<file path="config.mk">
export PLATFORM = sky130hd
export DESIGN_NAME = ocr_config
export DESIGN_NICKNAME = d
export VERILOG_FILES = /design/src/shared/ocr_pkg.sv /design/src/rtl/ocr_config.sv
export SDC_FILE = /design/constraint.sdc
export NUM_CORES = 1
export LEC_CHECK = 0
export ABC_CLOCK_PERIOD_IN_PS = 1500
export BUFFER_PORTS_ARGS = -buffer_cell sky130_fd_sc_hd__clkbuf_2
export CORE_ASPECT_RATIO = 1.1
export CORE_MARGIN = 5
export CORE_UTILIZATION = 40
export DETAILED_ROUTE_END_ITERATION = 7
export MAX_ROUTING_LAYER = met4
export PLACE_DENSITY = 0.74
export SLEW_MARGIN = 30
export SYNTH_ARGS = -nofsm -noshare
export SYNTH_HDL_FRONTEND = slang
export SYNTH_SLANG_ARGS = --single-unit
export TNS_END_PERCENT = 50
</file>
<file path="constraint.sdc">
create_clock -name sys_clk -period 1.5 [get_ports sys_clk]
set_input_delay 0.075 -clock sys_clk [delete_from_list [all_inputs] [get_ports sys_clk]]
set_output_delay 0.075 -clock sys_clk [all_outputs]
set_load 0.05 [all_outputs]
</file>
<file path="src/shared/ocr_pkg.sv">
package ocr_pkg;

  // ****************************************
  // Serial word layout
  // ****************************************
  localparam int WORD_W        = 16;
  localparam int BANK_BIT      = 13;
  localparam int ADDR_HI       = 12;
  localparam int ADDR_LO       = 10;
  localparam int DATA_W        = 9;
  localparam logic [2:0] ADDR_OCR   = 3'h4;
  localparam logic [2:0] ADDR_RETRY = 3'h5;

  // ****************************************
  // Field positions, overcurrent_profile_config
  // ****************************************
  localparam int F_HIGH_RANGE  = 8;
  localparam int F_EXT_DIV     = 7;
  localparam int F_CLK_INT     = 6;
  localparam int F_SENSE_RATIO = 5;
  localparam int F_WIN1_TIME   = 4;
  localparam int F_WIN2_TIME   = 3;
  localparam int F_UPPER_TH    = 2;
  localparam int F_MIDDLE_TH   = 1;
  localparam int F_LOW_TH      = 0;

  // ****************************************
  // Field positions, auto_retry_config
  // ****************************************
  localparam int F_OFFSET_POL  = 8;
  localparam int F_PERIOD_MSB  = 3;
  localparam int F_PERIOD_LSB  = 2;
  localparam int F_UNLIMITED   = 1;
  localparam int F_RETRY       = 0;

  // ****************************************
  // Reset values and counts
  // ****************************************
  localparam logic [8:0] OCR_RESET   = 9'h000;
  localparam logic [8:0] RETRY_RESET = 9'h000;
  localparam logic [9:0] DIV_LOW     = 10'h100;
  localparam logic [9:0] DIV_HIGH    = 10'h200;
  localparam int         RETRY_CNT_W = 5;
  localparam logic [4:0] RETRY_LIMIT = 5'h10;

  // ****************************************
  // Types
  // ****************************************
  typedef enum logic [1:0]
  {
    OCL_HIGHEST = 2'h0,
    OCL_MEDIUM  = 2'h1,
    OCL_LOWEST  = 2'h3
  } ocr_low_level_t;

  typedef enum logic [2:0]
  {
    WIN_IDLE = 3'h0,
    WIN_HIGH = 3'h1,
    WIN_MID  = 3'h3,
    WIN_LOW  = 3'h2
  } ocr_win_state_t;

  typedef struct packed
  {
    logic       valid;
    logic [15:0] word;
  } ocr_serial_t;

  typedef struct packed
  {
    logic           upper_sel;
    logic           middle_en;
    logic           middle_sel;
    ocr_low_level_t low_level;
    logic           ratio_low;
    logic           win1_sel;
    logic           win2_sel;
    logic [1:0]     motor_time_sel;
    logic [9:0]     ext_divider;
    logic           clock_internal;
    logic           offset_add;
    logic [1:0]     retry_period;
    logic           retry_enable;
    logic           retry_unlimited;
  } ocr_chan_cfg_t;

endpackage

</file>
<file path="src/rtl/ocr_config.sv">
`timescale 1ns/1ps
// Contract
// Lamp profile applies high, middle, low thresholds, each in its own slot.
// Motor profile applies only high and low thresholds, no middle stage.
// Low sense ratio scales all thresholds down by three.
// High-range bit 0 forces highest low level; at 1 bit D0 picks medium/lowest.
// Current sensing unavailable while any overcurrent window is active.
// External clock divided by 512 when divider bit is 1, else 256.
// Clock source bit 1 selects internal clock; 0 selects external.
// Sense ratio bit 1 low-current ratio, 0 high-current ratio (default).
// Lamp: two windows; D4 picks first duration, D3 picks second.
// Motor: one window; bits 4:3 choose among two middle and two high times.
// Upper threshold bit 0 larger (default), 1 smaller.
// Middle threshold bit 0 larger, 1 smaller; ignored in motor profile.
// Offset polarity 1 adds offset to sense output, 0 subtracts it.
// Two period bits select one of four retry periods, 00 default.
// Unlimited bit 1 allows endless retries if retry is enabled.
// Unlimited bit 0 stops retries after 16.
// Delatch or fault removal never clears the retry count.
// Lamp profile: retry bit 1 disables, 0 enables auto-retry.
// Motor profile: retry bit 1 enables, 0 disables auto-retry.
// Serial word bit 13 picks the channel bank written.
// Retry-full flag set when counter full, cleared when counter reset.
// Retry counter increments per attempt and saturates at the limit.
// All configuration fields reset to zero in both banks.

module ocr_config
(
  input  wire logic                 sys_clk,
  input  wire logic                 nrst,
  input  wire ocr_pkg::ocr_serial_t serial_in,
  input  wire logic [1:0]           load_type_input,
  input  wire logic [1:0]           retry_attempt,
  input  wire logic [1:0]           retry_counter_reset,
  input  wire logic [1:0]           fault_delatch,
  input  wire logic [1:0]           window_active,
  output      ocr_pkg::ocr_chan_cfg_t cfg_ch0,
  output      ocr_pkg::ocr_chan_cfg_t cfg_ch1,
  output      logic [1:0]           retry_allowed,
  output      logic [1:0]           retry_full,
  output      logic [1:0]           sense_available
);
  import ocr_pkg::*;

  // ****************************************
  // Pin synchronisers
  // ****************************************
  logic [1:0] load_meta_reg;
  logic [1:0] load_sync_reg;

  always_ff @(posedge sys_clk or negedge nrst)
  begin
    if (!nrst)
    begin
      load_meta_reg <= 2'h0;
      load_sync_reg <= 2'h0;
    end
    else
    begin
      load_meta_reg <= load_type_input;
      load_sync_reg <= load_meta_reg;
    end
  end

  // ****************************************
  // Write decode
  // ****************************************
  wire [2:0] wr_addr  = serial_in.word[ADDR_HI:ADDR_LO];
  wire       wr_bank  = serial_in.word[BANK_BIT];
  wire [8:0] wr_data  = serial_in.word[DATA_W-1:0];
  wire       wr_ocr   = serial_in.valid && (wr_addr == ADDR_OCR);
  wire       wr_retry = serial_in.valid && (wr_addr == ADDR_RETRY);

  logic [8:0] ocr_reg   [2];
  logic [8:0] retry_reg [2];
  logic [4:0] count_reg [2];
  ocr_chan_cfg_t cfg_next [2];
  ocr_chan_cfg_t cfg_reg  [2];
  logic [1:0] allowed_next;
  logic [1:0] full_next;
  logic [1:0] allowed_reg;
  logic [1:0] full_reg;
  logic [1:0] sense_reg;

  genvar ch;
  generate
    for (ch = 0; ch < 2; ch++)
    begin : g_chan
      wire sel   = (wr_bank == 1'(ch));
      wire motor = load_sync_reg[ch];
      wire [8:0] o = ocr_reg[ch];
      wire [8:0] r = retry_reg[ch];
      wire en    = motor ? r[F_RETRY] : !r[F_RETRY];
      wire full  = (count_reg[ch] == RETRY_LIMIT);
      wire may   = en && (r[F_UNLIMITED] || !full);

      always_ff @(posedge sys_clk or negedge nrst)
      begin
        if (!nrst)
        begin
          ocr_reg[ch]   <= OCR_RESET;
          retry_reg[ch] <= RETRY_RESET;
        end
        else
        begin
          if (wr_ocr && sel)
            ocr_reg[ch] <= wr_data;
          if (wr_retry && sel)
            retry_reg[ch] <= wr_data;
        end
      end

      // Delatch and fault removal deliberately have no path here
      always_ff @(posedge sys_clk or negedge nrst)
      begin
        if (!nrst)
          count_reg[ch] <= 5'h00;
        else if (retry_counter_reset[ch])
          count_reg[ch] <= 5'h00;
        else if (retry_attempt[ch] && !full)
          count_reg[ch] <= count_reg[ch] + 5'h01;
      end

      always_comb
      begin
        cfg_next[ch] = '0;
        cfg_next[ch].upper_sel      = o[F_UPPER_TH];
        cfg_next[ch].middle_en      = !motor;
        cfg_next[ch].middle_sel     = motor ? 1'b0 : o[F_MIDDLE_TH];
        if (!o[F_HIGH_RANGE])
          cfg_next[ch].low_level    = OCL_HIGHEST;
        else if (o[F_LOW_TH])
          cfg_next[ch].low_level    = OCL_LOWEST;
        else
          cfg_next[ch].low_level    = OCL_MEDIUM;
        cfg_next[ch].ratio_low      = o[F_SENSE_RATIO];
        cfg_next[ch].win1_sel       = motor ? 1'b0 : o[F_WIN1_TIME];
        cfg_next[ch].win2_sel       = motor ? 1'b0 : o[F_WIN2_TIME];
        cfg_next[ch].motor_time_sel = motor ? o[F_WIN1_TIME:F_WIN2_TIME]
                                            : 2'h0;
        cfg_next[ch].ext_divider    = o[F_EXT_DIV] ? DIV_HIGH : DIV_LOW;
        cfg_next[ch].clock_internal = o[F_CLK_INT];
        cfg_next[ch].offset_add     = r[F_OFFSET_POL];
        cfg_next[ch].retry_period   = r[F_PERIOD_MSB:F_PERIOD_LSB];
        cfg_next[ch].retry_enable   = en;
        cfg_next[ch].retry_unlimited = r[F_UNLIMITED];
        allowed_next[ch] = may;
        full_next[ch]    = full;
      end

      always_ff @(posedge sys_clk or negedge nrst)
      begin
        if (!nrst)
        begin
          cfg_reg[ch]     <= '0;
          allowed_reg[ch] <= 1'b0;
          full_reg[ch]    <= 1'b0;
          sense_reg[ch]   <= 1'b0;
        end
        else
        begin
          cfg_reg[ch]     <= cfg_next[ch];
          allowed_reg[ch] <= allowed_next[ch];
          full_reg[ch]    <= full_next[ch];
          sense_reg[ch]   <= !window_active[ch];
        end
      end
    end
  endgenerate

  assign cfg_ch0         = cfg_reg[0];
  assign cfg_ch1         = cfg_reg[1];
  assign retry_allowed   = allowed_reg;
  assign retry_full      = full_reg;
  assign sense_available = sense_reg;

endmodule

</file>
# --- Word level (Yosys, flattened, before mapping) ---
# Cells that the tools add are included.
classes:
  eq_ne: 4
  n_addsub: 2
  bitwise: 1
  reduce_logical: 22
  mux: 20
ops:
  columns: ["operator", "count"]
  rows:
  - ["$mux 10", 2]
  - ["$mux 5", 4]
  - ["$mux 2", 6]
  - ["$add 5x1->5 const B", 2]
  - ["$eq 5x5->1 const B", 2]
  - ["$logic_and 1x1->1", 10]
  - ["$logic_not 1->1", 8]
  - ["$mux 1", 8]
  - ["$eq 3x3->1 const B", 2]
  - ["$reduce_bool 2->1", 2]
  - ["$logic_or 1x1->1", 2]
  - ["$not 1->1", 1]
word_totals:
  ff_bits: 108
  wordCells: 91

# --- Longest topological paths before layout ---
depth:
  word_depth: 5
  mapped_depth: 5
  depth_no_buf: 5

# --- Worst setup path after synthesis ---
# Ideal clock, no wire load.
synth_path:
  path_kind: "register -> register"
  startpoint: "register count_reg[0] in the netlist's numbering"
  endpoint: "register count_reg[0] in the netlist's numbering"
  stages_incl_launch_ff: 6
  setup_ps: 125
  arrival_ps: 1330
  n_path_buf: 0
  slack_ps: 46
  cell_sequence: "dfrtp_1 inv_1 ha_1 and4bb_1 nor2b_1 mux2_2"
synth_between:
  elab_chain_len: 4
  elab_cells_between_ends: 7
  classes_between: "1 x add/sub; 1 x eq/ne; 2 x mux; 3 x reduce/logical"
synth_rtl:
  columns: ["element", "line", "text"]
  rows:
  - ["start, declared", "ocr_config.sv:76", "logic [4:0] count_reg [2];"]
  - ["start signal, assigned by index", "ocr_config.sv:121", "count_reg[ch] <= count_reg[ch] + 5'h01;"]
  - ["$eq 5x5->1", "ocr_config.sv:94", "wire full = (count_reg[ch] == RETRY_LIMIT);"]
  - ["via g_chan[1].full", "ocr_config.sv:94", null]
  - ["$logic_not 1->1", "ocr_config.sv:120", "else if (retry_attempt[ch] && !full)"]
  - ["$logic_and 1x1->1", "ocr_config.sv:120", null]
  - ["$reduce_bool 2->1 (no line)", null, null]
# The timed path passes the listed nets, and every way through them passes these cells. The select of a mux whose other input is x is not followed.
# A chain may end at the register's enable or synchronous reset.

# --- Worst setup path after layout ---
layout_path:
  startpoint: "register count_reg[5] in the netlist's numbering"
  endpoint: "register count_reg[5] in the netlist's numbering"
layout_between:
  elab_chain_len: 4
  elab_cells_between_ends: 7
  classes_between: "1 x add/sub; 1 x eq/ne; 2 x mux; 3 x reduce/logical"
layout_rtl:
  columns: ["element", "line"]
  rows:
  - ["$eq 5x5->1", "ocr_config.sv:94"]
  - ["via g_chan[0].full", "ocr_config.sv:94"]
  - ["$logic_not 1->1", "ocr_config.sv:120"]
  - ["$logic_and 1x1->1", "ocr_config.sv:120"]
  - ["$reduce_bool 2->1 (no line)", null]
# The timed path passes the listed nets, and every way through them passes these cells. The select of a mux whose other input is x is not followed.

==> impl_summary.log <==
[metrics] outcome: finished clean
[metrics] DR WL met2: 3010 µm
[metrics] core region area: 7470 µm²
[metrics] height of the chip: 102 µm
[metrics] Worst-Skew Late Latency: 340 ps
[metrics] Unique masters post-synth: 26
[metrics] global-route wire length before repair: 9060 µm
[metrics] share of the clock period used by the worst path: 96.6%
[metrics] startpoint type of the worst setup path: register
[metrics] Final Routed Wirelength: 5480 µm
[metrics] Slowest Stage Delay on Critical Path: 370 ps
[metrics] number of global-route vias before repair: 1854
[metrics] register clock-pin slew on the reported worst setup and hold paths: 80 ps
[metrics] main combinational cell family by area after synthesis: multiplexers
[metrics] final non-filler cell area: 3840 µm²
[metrics] share of post-route cells with drive strength above 1: 40.0%
[metrics] number of antenna violations at the first check in global routing: 0
[metrics] leading cell types in the layout, fill and taps excluded: dfrtp_1, clkbuf_2, mux2_2
[metrics] post-synthesis adder-cell area fraction: 1.64%
[metrics] part of the Yosys area used for sequential elements: 68.8%
[metrics] hpwl dp: 3980 µm
[metrics] Fin. Hold Viols: 0
[metrics] peak fanout along the critical path: 4
[metrics] cell type of the slowest stage on the worst timing path: dfrtp_1
[metrics] Synth Instances: 206
[metrics] number of buffers inserted during clock tree synthesis: 9
[metrics] post-synthesis compound-gate area fraction: 0.819%
[metrics] maximum number of pins on one net before global-route repair: 42
[metrics] Initial DRT Pass Iterations: 4
[metrics] maximum root-to-sink buffer count: 2
[metrics] gpl congestion: 0.792
[metrics] Die Span X: 93.3 µm
[metrics] most frequent standard cell in the layout excluding fill and tap cells: dfrtp_1
[metrics] Rows: 33
[metrics] I/O pin cnt: 87
[metrics] worst r2r src: count_reg[5]
[metrics] routed via count: 1741
[metrics] share of cell area taken by muxes after synthesis: 12.3%
[metrics] Post-DRT Antenna Nets: 0
[metrics] total clock sinks: 84
[metrics] max-slew violation count: 0
[metrics] simple-gate share of the synthesized area: 8.52%
[metrics] launch point of the worst path: count_reg[5]
[metrics] leakage power figure: 1.93 nW
[metrics] xor and xnor area share after synthesis: 1.72%
[metrics] TritonCTS clock tree: built
[metrics] kind of end point of the critical path: register
[metrics] initial cell density of the core: 40.9%
[metrics] min Tclk post-route: 1450 ps
[metrics] setup violators final: 0
[metrics] setup clock skew after layout: 10.3 ps
[metrics] Overall Global Routing Usage: 13.0%
[metrics] detail-routed via count per cell: 4.25
[metrics] initial drt markers: 26
[metrics] GR Overflow Total: 0
[metrics] detailed-routing wirelength on met1: 2160 µm
[metrics] worst hold-check path type: in -> reg
[metrics] Yosys warning count: 0
[metrics] register-to-register setup slack: 50 ps
[metrics] IR drop worst, VDD: 725 µV
[metrics] CTS root buffer: clkbuf_8
[metrics] die area: 9490 µm²
[metrics] unrepaired setup endpoints after global routing: true
[metrics] number of antenna diodes: 0
[metrics] Critical Path, Cell by Cell: inv_1 -> ha_1 -> and4bb_1 -> nor2b_2 -> mux2_2
[metrics] Area growth syn-to-layout: 25.7%
[metrics] routed wire length per instance: 13.4 µm
[metrics] Worst Path Arrival: 1670 ps
[metrics] worst setup path class: reg -> reg
[metrics] hold_sp: serial_in[1]
[metrics] average footprint of a synthesized cell: 14.8 µm²
[metrics] highest clock frequency the design can meet: 690 MHz
[metrics] placed instance area: 3510 µm²
[metrics] maximum level of the CTS H-tree: 3
[metrics] power density relative to cell area: 1530 nW/µm²
[metrics] IO buf count: 65
[metrics] routed length on met3: 244 µm
[metrics] highest metal layer used by the detailed router: met4
[metrics] post-layout net count: 334
[metrics] required time of the worst setup path: 1720 ps
[metrics] Util after Layout: 51.4%
[metrics] number of max-cap violations: 0
[metrics] synthesized flop and latch total: 84
[metrics] Post-route DRC: 0
[metrics] netlist area before placement: 3060 µm²
[metrics] setup tns final: 0 ps
[layout make-up]
type                    count  area (µm²)
repair buffers             87         538
inverters                  13        48.8
fillers                   645        3630
flip-flops and latches     84        2100
clock inverters             4        50.0
well taps                 105         131
multi-input cells         106         830
clock buffers              11         141
[power breakdown]
part | total [W] | switching [W] | leakage (nW) | internal (W)
clock | 0.00154 | 0.000737 | 0.0914 | 0.000803
combinational | 0.00151 | 0.00110 | 0.792 | 0.000412
sequential | 0.00283 | 0.000171 | 1.05 | 0.00266
[layer usage]
layer / up-vias / GRT usage, %
li1: 828 / -
met1: 866 / 14.2
met2: 38 / 22.2
met3: 9 / 3.42
met4: 0 / 5.75
met5: - / -
[final timing paths]
check,endpoint,cells past startpoint
min,g_chan[0].r[1],2
max,count_reg[5],5
max reg2reg,count_reg[5],5
max in group asynchronous,cfg_ch1[4],3
min reg2reg,load_sync_reg[0],0
min in group asynchronous,g_chan[0].r[3],2
[timing repair]
| item | 4_1_cts | 5_1_grt |
|---|---|---|
| resized for setup | 0 | 3 |
| endpoints found under the setup margin | 0 | 3 |
| hold endpoints to repair | 53 | 0 |
| setup buffers | 0 | 0 |
| hold buffers | 13 | 0 |
[critical path: cells and delay by family (launching register included)]
family / cells / cell delay [ps]
flip-flops: 1 / 370
AND/OR/NAND/NOR: 2 / 370
multiplexers: 1 / 340
adder cells (fa/ha/maj): 1 / 190
buffers and inverters: 1 / 70
[stage by stage]
stage	worst slack, ps	cells	hold WS (ps)	total power (W)
floorplan	45.7	221	-221	0.00398
global placement	75.2	382	32.0	0.00434
detailed placement	17.0	382	37.0	0.00437
CTS	2.42	410	4.15	0.00596
global route	-23.0	410	5.44	0.00616
finish	50.7	410	18.4	0.00588
[logic make-up after synthesis]
group                    Yosys count
multiplexers                      32
other                              1
adder cells (fa/ha/maj)            4
AND/OR/NAND/NOR                   44
AO/OA/AOI/OAI                      4
buffers and inverters             31
XOR/XNOR                           6
flip-flops                        84
[synthesized netlist by cell type]
cell type,number,area (µm²)
mux2_2,25,282
a21boi_0,2,15.0
nor2_1,9,33.8
buf_4,16,120
or3_1,2,12.5
and4bb_1,2,25.0
ha_1,4,50.1
xnor2_1,2,17.5
xor2_1,4,35.0
nand4b_1,1,8.76
or2_1,1,6.26
nand2_1,4,15.0
buf_2,1,5.00
inv_1,13,48.8
and2_1,6,37.5
mux2_4,5,75.1
buf_6,1,11.3
nor2_2,1,6.26
mux2i_1,2,20.0
dfrtp_1,84,2100
nand2b_1,4,25.0
nand4_1,5,31.3
a21oi_1,2,10.0
conb_1,1,3.75
and4_1,1,8.76
nor2b_1,8,50.1
Note: power is estimated with default switching activity, not from simulation.
